==> src/rtl/leis_pkg.sv <==
// constants shared by the laser enable interlock sequencer
// assumes a single 10 MHz clock and opto-isolated control inputs
package leis_pkg;

  // ****************************************************************
  // input channels, each seen through a pair of opto outputs
  // ****************************************************************
  localparam int unsigned NUM_IN     = 3;
  localparam int unsigned CH_DISABLE = 0;
  localparam int unsigned CH_INTLK   = 1;
  localparam int unsigned CH_SHUTREQ = 2;

  // ****************************************************************
  // timing
  // ****************************************************************
  localparam int unsigned CLK_HZ        = 10000000;
  localparam int unsigned HOLDOFF_MS    = 5000;
  localparam int unsigned MS_PER_S      = 1000;
  localparam int unsigned HOLDOFF_CYC   = (CLK_HZ / MS_PER_S) * HOLDOFF_MS;
  localparam int unsigned CNT_W         = 26;
  localparam logic [CNT_W-1:0] CNT_ZERO = 26'h0000000;
  localparam logic [CNT_W-1:0] CNT_ONE  = 26'h0000001;
  localparam logic [CNT_W-1:0] CNT_MAX  = 26'h3ffffff;

  typedef enum logic [1:0] {
    LEIS_DISABLED,
    LEIS_HOLDOFF,
    LEIS_ENABLED
  } leis_state_t;

endpackage

==> src/rtl/leis_cond_if.sv <==
// conditioned control levels passed from the input stage to the sequencer
// assumes both ends run on the same clock
`timescale 1ns/10ps
`default_nettype none
interface leis_cond_if;
  logic remote_disable;
  logic interlock;
  logic shutter_req;

  modport src (output remote_disable, output interlock, output shutter_req);
  modport snk (input remote_disable, input interlock, input shutter_req);
endinterface
`default_nettype wire

==> src/rtl/leis_in_cond.sv <==
// input stage: synchronises each opto pair and merges both polarities
// assumes the opto outputs are asynchronous to mclk
`timescale 1ns/10ps
`default_nettype none
module leis_in_cond
  import leis_pkg::*;
(
  input  wire logic                          mclk,
  input  wire logic                          rst,
  input  wire logic [leis_pkg::NUM_IN-1:0]   in_pos,
  input  wire logic [leis_pkg::NUM_IN-1:0]   in_neg,
  leis_cond_if.src                           cond
);

  logic [NUM_IN-1:0] pos_s1;
  logic [NUM_IN-1:0] pos_s2;
  logic [NUM_IN-1:0] neg_s1;
  logic [NUM_IN-1:0] neg_s2;
  logic [NUM_IN-1:0] asserted;

  // ****************************************************************
  // two-stage synchronisers, one per opto output
  // ****************************************************************
  genvar i;
  generate
    for (i = 0; i < NUM_IN; i++)
    begin : g_ch
      always_ff @(posedge mclk or posedge rst)
      begin
        if (rst)
        begin
          pos_s1[i]   <= 1'b0;
          pos_s2[i]   <= 1'b0;
          neg_s1[i]   <= 1'b0;
          neg_s2[i]   <= 1'b0;
          asserted[i] <= 1'b0;
        end
        else
        begin
          pos_s1[i]   <= in_pos[i];
          pos_s2[i]   <= pos_s1[i];
          neg_s1[i]   <= in_neg[i];
          neg_s2[i]   <= neg_s1[i];
          asserted[i] <= pos_s2[i] | neg_s2[i];
        end
      end

    end
  endgenerate

  assign cond.remote_disable = asserted[CH_DISABLE];
  assign cond.interlock      = asserted[CH_INTLK];
  assign cond.shutter_req    = asserted[CH_SHUTREQ];
endmodule
`default_nettype wire

==> src/rtl/leis_top.sv <==
// laser enable interlock sequencer: gates rf power, shutter and indicators
// assumes opto pairs on the pins and a power-on reset from the board
`timescale 1ns/10ps
`default_nettype none
module leis_top
  import leis_pkg::*;
#(
  parameter int unsigned HOLDOFF_CYCLES = leis_pkg::HOLDOFF_CYC
)
(
  input  wire logic                          mclk,
  input  wire logic                          rst,
  input  wire logic [leis_pkg::NUM_IN-1:0]   in_pos,
  input  wire logic [leis_pkg::NUM_IN-1:0]   in_neg,
  output var  logic                          rf_power_en,
  output var  logic                          shutter_drive,
  output var  logic                          laser_ready,
  output var  logic                          shutter_open_indicator,
  output var  logic                          interlock_open,
  output var  logic                          lase_permit
);

  localparam logic [CNT_W-1:0] HOLD_LAST = CNT_W'(HOLDOFF_CYCLES - 1);
  localparam logic [CNT_W-1:0] HOLD_FULL = CNT_W'(HOLDOFF_CYCLES);

  leis_cond_if cond ();

  leis_state_t      state;
  leis_state_t      next_state;
  logic [CNT_W-1:0] hold_cnt;
  logic [CNT_W-1:0] next_hold_cnt;
  logic             release_ok;
  logic             next_shutter;
  logic [CNT_W-1:0] ready_age;

  // ****************************************************************
  // input conditioning
  // ****************************************************************
  leis_in_cond u_cond (
    .mclk   (mclk),
    .rst    (rst),
    .in_pos (in_pos),
    .in_neg (in_neg),
    .cond   (cond)
  );

  // both the remote release and the interlock are needed before anything arms
  assign release_ok   = !cond.remote_disable && cond.interlock;
  assign next_shutter = release_ok && cond.shutter_req;

  // ****************************************************************
  // sequencer
  // ****************************************************************
  always_comb
  begin
    next_state    = state;
    next_hold_cnt = hold_cnt;
    case (state)
      LEIS_DISABLED:
      begin
        next_hold_cnt = CNT_ZERO;
        if (release_ok)
          next_state = LEIS_HOLDOFF;
      end
      LEIS_HOLDOFF:
      begin
        if (!release_ok)
        begin
          next_state    = LEIS_DISABLED;
          next_hold_cnt = CNT_ZERO;
        end
        else if (hold_cnt >= HOLD_LAST)
          next_state = LEIS_ENABLED;
        else
          next_hold_cnt = hold_cnt + CNT_ONE;
      end
      LEIS_ENABLED:
      begin
        if (!release_ok)
          next_state = LEIS_DISABLED;
      end
      default:
      begin
        next_state    = LEIS_DISABLED;
        next_hold_cnt = CNT_ZERO;
      end
    endcase
  end

  always_ff @(posedge mclk or posedge rst)
  begin
    if (rst)
    begin
      state    <= LEIS_DISABLED;
      hold_cnt <= CNT_ZERO;
    end
    else
    begin
      state    <= next_state;
      hold_cnt <= next_hold_cnt;
    end
  end

  // ****************************************************************
  // outputs, all registered; only ready and permit from the next state
  // ****************************************************************
  // power is cut in the same edge that disables, so a glitching pin never
  // leaves the rf stage live for an extra cycle
  always_ff @(posedge mclk or posedge rst)
  begin
    if (rst)
    begin
      rf_power_en <= 1'b0;
      laser_ready <= 1'b0;
    end
    else
    begin
      rf_power_en <= release_ok;
      laser_ready <= (next_state != LEIS_DISABLED);
    end
  end

  always_ff @(posedge mclk or posedge rst)
  begin
    if (rst)
    begin
      shutter_drive          <= 1'b0;
      shutter_open_indicator <= 1'b0;
    end
    else
    begin
      shutter_drive          <= next_shutter;
      shutter_open_indicator <= next_shutter;
    end
  end

  always_ff @(posedge mclk or posedge rst)
  begin
    if (rst)
    begin
      interlock_open <= 1'b0;
      lase_permit    <= 1'b0;
    end
    else
    begin
      interlock_open <= !cond.interlock;
      lase_permit    <= (next_state == LEIS_ENABLED) && next_shutter;
    end
  end

  // ****************************************************************
  // checks
  // ****************************************************************
  // age of the current ready period, only for the hold-off check
  always_ff @(posedge mclk or posedge rst)
  begin
    if (rst)
      ready_age <= CNT_ZERO;
    else if (!laser_ready)
      ready_age <= CNT_ZERO;
    else if (ready_age != CNT_MAX)
      ready_age <= ready_age + CNT_ONE;
  end
endmodule
`default_nettype wire
==> config.mk <==
export PLATFORM = sky130hd
export DESIGN_NAME = leis_top
export DESIGN_NICKNAME = d
export VERILOG_FILES = /design/src/rtl/leis_pkg.sv /design/src/rtl/leis_cond_if.sv /design/src/rtl/leis_in_cond.sv /design/src/rtl/leis_top.sv
export SDC_FILE = /design/constraint.sdc
export NUM_CORES = 1
export LEC_CHECK = 0
export ABC_AREA = 0
export BUFFER_PORTS_ARGS = -buffer_cell sky130_fd_sc_hd__buf_4
export CAP_MARGIN = 20
export CORE_MARGIN = 2
export CORE_UTILIZATION = 56
export CTS_BUF_LIST = sky130_fd_sc_hd__clkbuf_4
export CTS_CLUSTER_SIZE = 28
export DETAILED_ROUTE_END_ITERATION = 8
export HOLD_SLACK_MARGIN = 0.03
export PLACE_DENSITY = 0.84
export SYNTH_ARGS = -nofsm -noshare
export SYNTH_HDL_FRONTEND = slang
export SYNTH_SLANG_ARGS = --single-unit
==> constraint.sdc <==
create_clock -name mclk -period 4 [get_ports mclk]
set_input_delay 0.2 -clock mclk [delete_from_list [all_inputs] [get_ports mclk]]
set_output_delay 0.2 -clock mclk [all_outputs]
set_load 0.005 [all_outputs]
==> out/metrics.cfg, run 1 <==
[floorplanning]
die_w_um=67.7
die_area_um2=4580
core_area_um2=3940
die_h_um=67.7
core.rowCount=23
io_pins=14
start_util_pct=57.6

[grt]
grt-ovfl-total=0
grt_pass1_vias=1815
grt_max_degree=49
grt_pass1_wl_mm=8.87
grt_util_met2_pct=42.8
antenna_found_initial=0
busiest_layer=met2
gr-usage-met1_pct=35.1
track_usage_pct=26.4
met3_usage_pct=5.83

[placement]
io_buffers=13
gp_congestion=0.938
post-dp-hpwl_mm=3.37
dp.cells=275

[synth]
ys_types=47
yosys.area.top_type=dfrtp_1
synthFlopType=dfrtp_1
synthCells=220
synth_top_family_by_area=simple AND/OR/NAND/NOR gates
ys_warn_count=0
ys_ff_latch=48
yosys.area.top_type_share_pct=52.9
synthMuxAreaShare_pct=2.21
synth_edf_count=0
ys_top_cells_by_area=dfrtp_1, nand3_1, nand2_1
synth_compound_gate_area_share_pct=17.2
post_synth_and_or_nand_nor_area_fraction_pct=22.7
synth-adder-area-share_pct=0.551
ys_top_cells_by_count=dfrtp_1, nand2_1, nand3_1
syn_avg_cell_area_um2=10.3
synth_area_um2=2270
seq_area_frac_synth_pct=52.9
async_flop_share_pct=100
synth_nets=229
synth.most_common_cell=dfrtp_1
synth_xor_area_share_pct=0

[setup_path]
path_max_fanout=10
cpMaxStageDelayCell=a2111oi_2
crit_type=register to register
cp_top_family=simple AND/OR/NAND/NOR gates
cp_data_required_time_ps=4290
r2r_setup_slack_ps=1740
cp-end-kind=register
cp.arrival_ps=2550
path_cells=nand4_1 -> a2111oi_2 -> and3_1 -> nor2_2 -> a31oi_1
cp_num_buf_inv=0
start_kind=register
cp_slowest_stage_delay_ps=550

[clocking]
clk_pin_slew_ps=170
cts.path.max_buffers=2
cts_resized=0
cts.sinks=48
cts_root_buf=clkbuf_4
cts_tree=done
clk_latency_ps=390
htree_num_levels=2
hold_buffers=6
cts_made_buffers=5
post_cts_buffers=0

[timing]
worst_clock_skew_ps=22.8
finalCritPeriodShare_pct=56.5
final-hold-violation-count=0
setup_viol_count_final=0
rsz0062_at_grt=no
whs_ps=226
worst_pin_slew_ps=567
slew_headroom_pct=61.8
timing.fmax_mhz=442
post-route-min-period_ps=2260
drv_slew=0
setup-tns-final_ps=0

[final_layout]
layout.nets=249
finish.utilization_pct=65.5
antennaDiodeCount=0
syn_to_final_growth_pct=13.8
drive_gt1_share_pct=14.5
instances_no_fill=291

[power_and_ir_drop]
ir_drop_uv=275
powerDensity_nw_per_um2=350
leakagePower_nw=1.09
p_total_w=0.000904

[worst_hold_path]
min_path_type=input port to async pin

[flow_run]
cap_violations=0

[route]
post-route-drc-count=0
first_iter_violations=218
via_per_inst=6.51
wire_per_inst_um=18.2
wl_mm=5.29
vias=1894
final_antenna_net_count=0
firstDrtPassIters=7

[status]
run_status=completed

-- report_power, final --
group	internal, W	leakage [nW]	switching [W]
clock network	0.000197	0.0558	0.000171
registers	0.000496	0.628	0.00000361
logic	0.0000177	0.405	0.0000197
total	0.000710	1.09	0.000194
-- cells in the final DEF (no fill, tap or decap), types with 3 or more instances in the layout --
master,instances
a31oi_1,10
and2_1,3
and3_1,4
buf_4,15
clkbuf_4,5
dfrtp_1,48
dlygate4sd3_1,7
inv_1,9
mux2i_1,5
nand2_1,19
nand2b_1,6
nand3_1,16
nand3b_1,3
nand4_1,9
nor2_1,9
nor4_1,6
o211ai_1,6
o21ai_0,7
o31a_1,3
o31ai_1,8
or2_2,3
or3_1,4
-- worst register-to-register path, stage by stage, from the launching register on --
cell       delay (ps)
dfrtp_1           490
nand4_1           190
a2111oi_2         550
and3_1            520
nor2_2            200
a31oi_1           230
-- worst paths after layout --
kind / startpoint / end / cells past startpoint
min in group mclk: u_cond.neg_s1[0]$_DFF_PP0_ / u_cond.neg_s2[0]$_DFF_PP0_ / 0
worst max-delay path: hold_cnt[12]$_DFFE_PP0P_ / hold_cnt[9]$_DFFE_PP0P_ / 5
worst min register to register: u_cond.neg_s1[0]$_DFF_PP0_ / u_cond.neg_s2[0]$_DFF_PP0_ / 0
max in group asynchronous: rst / hold_cnt[16]$_DFFE_PP0P_ / 4
worst min-delay path: rst / u_cond.neg_s2[2]$_DFF_PP0_ / 3
worst max register to register: hold_cnt[12]$_DFFE_PP0P_ / hold_cnt[9]$_DFFE_PP0P_ / 5
-- logic make-up after synthesis --
family	after synthesis
AO/OA/AOI/OAI	53
adder cells (fa/ha/maj)	1
buffers and inverters	20
flip-flops	48
multiplexers	5
AND/OR/NAND/NOR	93
-- through the flow --
step | setup slack [ps] | area, um^2
6_report | 1740 | 2580
3_3_place_gp | 1890 | 2390
2_1_floorplan | 2030 | 2270
3_5_place_dp | 1840 | 2390
4_1_cts | 1790 | 2550
5_1_grt | 1610 | 2580
-- flip-flops by register name, summed over array words and instances (netlist names) --
name	cells
hold_cnt	26
interlock_open	1
lase_permit	1
laser_ready	1
rf_power_en	1
shutter_open_indicator	1
state	2
u_cond.cond.interlock	1
u_cond.cond.remote_disable	1
u_cond.cond.shutter_req	1
u_cond.neg_s1	3
u_cond.neg_s2	3
u_cond.pos_s1	3
u_cond.pos_s2	3
-- metal layers --
metal / routed length, um / part of all wire [%]
met1: 2190 / 41
met2: 2580 / 49
met3: 399 / 7.5
met4: 119 / 2.3
met5: 0 / 0
-- area by class of cell --
class	instances	area, um^2
clock buffer	5	37.5
tap	50	62.6
inverter	10	37.5
timing repair buffer	23	203
clock inverter	3	68.8
multi-input combinational	152	973
fill	301	1360
sequential	48	1200
No activity file was read; power rests on OpenSTA's default activity.
==> run 2, diff against run 1 <==
clock period = 2.2 ns   (was 4 ns; I/O delays follow)
==> run 2 against run 1 <==
- hold slack improved by 110 ps
- highest routed layer unchanged
- critical path depth rose by 2
- via count rose by 3.5%
- first-iteration DRC count fell by 15%
- critical path type unchanged
- sequential share of layout area fell by 1.6 points
- global-route usage rose by 0.57 points
==> out/metrics.cfg, run 2 (synthesis results as in run 1) <==
[final_layout]
regMostFlops=hold_cnt
antennaDiodeCount=0  ; unchanged
largest_reg_flops=26  ; unchanged
layout.nets=262  ; +5.2%
drive_gt1_share_pct=20.5  ; +5.9 points
final_common_cell=dfrtp_1
syn_to_final_growth_pct=17.8
layout_common_cells=dfrtp_1, buf_4, nand2_1, nand3_1, a31oi_1
fin_area_um2=2670  ; +3.5%

[grt]
track_usage_pct=26.9  ; +0.57 points
grt-ovfl-total=0  ; unchanged
grt_pass1_wl_mm=9.05  ; +2.0%
grt_pass1_vias=1885  ; +3.9%
antenna_found_initial=0  ; unchanged
grt_max_degree=26  ; -47%

[route]
vias=1960  ; +3.5%
wire_per_inst_um=17.6  ; -3.1%
via_per_inst=6.45  ; -0.94%
first_iter_violations=186  ; -15%
final_antenna_net_count=0  ; unchanged
post-route-drc-count=0  ; unchanged
wl_mm=5.35  ; +1.2%
firstDrtPassIters=5  ; -2

[timing]
finalCritPeriodShare_pct=95.1  ; +39 points
setup_viol_count_final=0  ; unchanged
slew_headroom_pct=62.6  ; +0.77 points
post-route-min-period_ps=2090  ; -169 ps
final-hold-violation-count=0  ; unchanged
drv_slew=0  ; unchanged
worst_pin_slew_ps=559  ; -8.02 ps
timing.fmax_mhz=478  ; +8.1%
worst_clock_skew_ps=13.2  ; -9.60 ps

[setup_path]
crit_type=register to register
cp_data_required_time_ps=2500  ; -1790 ps
start_kind=register
cp.arrival_ps=2390  ; -160 ps
cp-end-kind=register
path_max_fanout=9  ; -1
worst_r2r_path_depth=7  ; +2

[floorplanning]
die_h_um=67.7  ; unchanged
core_area_um2=3940  ; unchanged
core.rowCount=23  ; unchanged
io_pins=14  ; unchanged
die_w_um=67.7  ; unchanged
die_area_um2=4580  ; unchanged
start_util_pct=57.6  ; unchanged

[power_and_ir_drop]
p_total_w=0.00152  ; +69%
clkPwrFrac_pct=36.0  ; -4.6 points
ir_drop_uv=565  ; +110%
p_comb_share_pct=4.5  ; +0.4 points
leakagePower_nw=1.14  ; +4.6%
netSwitchingPower_w=0.000349  ; +80%
p_sw_share_pct=22.9  ; +1.4 points
power.internal_w=0.00118  ; +66%
powerDensity_nw_per_um2=570  ; +63%
pwr-share-seq_pct=59.6  ; +4.4 points

[placement]
placed_cell_area_um2=2460  ; +3.1%
gp_congestion=0.900  ; -4.0%
post-dp-hpwl_mm=3.66  ; +8.6%
io_buffers=13  ; unchanged

[clocking]
cts.sinks=48  ; unchanged
cts_root_buf=clkbuf_4
cts_made_buffers=5  ; unchanged
cts.path.max_buffers=2  ; unchanged
cts_tree=done
htree_num_levels=2  ; unchanged
clk_pin_slew_ps=150  ; -20 ps
clk_latency_ps=370  ; -20 ps

[status]
run_status=completed

[worst_hold_path]
min_path_type=input port to async pin

[flow_run]
cap_violations=0  ; unchanged

run 2: cell count changes in the layout (fill, tap and decap cells not counted), sizes merged:
cell	delta
buf	+13
clkinvlp	+1
bufinv	-1
run 2: what timing repair did:
action	CTS	global route
hold endpoints to repair	29	0
resized for setup	0	6
setup endpoints to repair	0	16
hold buffers	7	0
buffers inserted	0	4
run 2: per-layer routing:
layer / vias to the layer above / routed length [um] / global-route usage (%) / part of all wire (%)
li1: 898 / - / - / -
met1: 973 / 2210 / 34.4 / 41
met2: 79 / 2750 / 45.6 / 51
met3: 10 / 301 / 5.67 / 5.6
met4: 0 / 89 / 8.67 / 1.7
met5: - / 0 / 0 / 0
run 2: metrics by stage:
stage | std cells | worst slack (ps) | TNS (ps) | util, % | hold WS (ps)
6_report | 304 | 107 | 0 | 67.8 | 336
5_1_grt | 304 | -8.30 | -13.7 | 67.8 | 353
4_1_cts | 300 | 50.7 | 0 | 66.4 | 330
3_5_place_dp | 285 | 67.4 | 0 | 62.5 | 196
3_3_place_gp | 285 | 156 | 0 | 62.5 | 183
2_1_floorplan | 220 | 233 | 0 | - | 141
run 2: worst max-delay path, stage by stage, from the launching register on:
cell      delay (ps)
dfrtp_1          440
ha_2             220
nand4_1          160
o211ai_1         190
a22o_1           290
buf_4            180
or4_1            420
o211ai_1         110
run 2: power by group through the flow:
stage	Clock [W]	Sequential (W)	Combinational, W
global placement	0	0.000923	0.0000553
floorplan	0	0.000923	0.0000284
global route	0.000589	0.000910	0.0000766
CTS	0.000557	0.000908	0.0000683
detailed placement	0	0.000925	0.0000584
finish	0.000548	0.000908	0.0000685
run 2: cell type report:
type	instances	area, um^2
fill	298	1270
sequential	48	1200
multi-input combinational	152	997
timing repair buffer	36	292
tap	50	62.6
clock inverter	3	46.3
clock buffer	5	37.5
inverter	10	37.5
run 2: worst paths after layout:
path                                            startpoint                              endpoint  slack (ps)
worst max-delay path               hold_cnt[0]$_DFFE_PP0P_               hold_cnt[4]$_DFFE_PP0P_         110
worst min-delay path                                   rst              hold_cnt[15]$_DFFE_PP0P_         340
worst max register to register     hold_cnt[0]$_DFFE_PP0P_               hold_cnt[4]$_DFFE_PP0P_         110
worst min register to register  u_cond.neg_s1[1]$_DFF_PP0_            u_cond.neg_s2[1]$_DFF_PP0_         370
max in group asynchronous                              rst  u_cond.cond.remote_disable$_DFF_PP0_        1280
min in group mclk               u_cond.neg_s1[1]$_DFF_PP0_            u_cond.neg_s2[1]$_DFF_PP0_         370
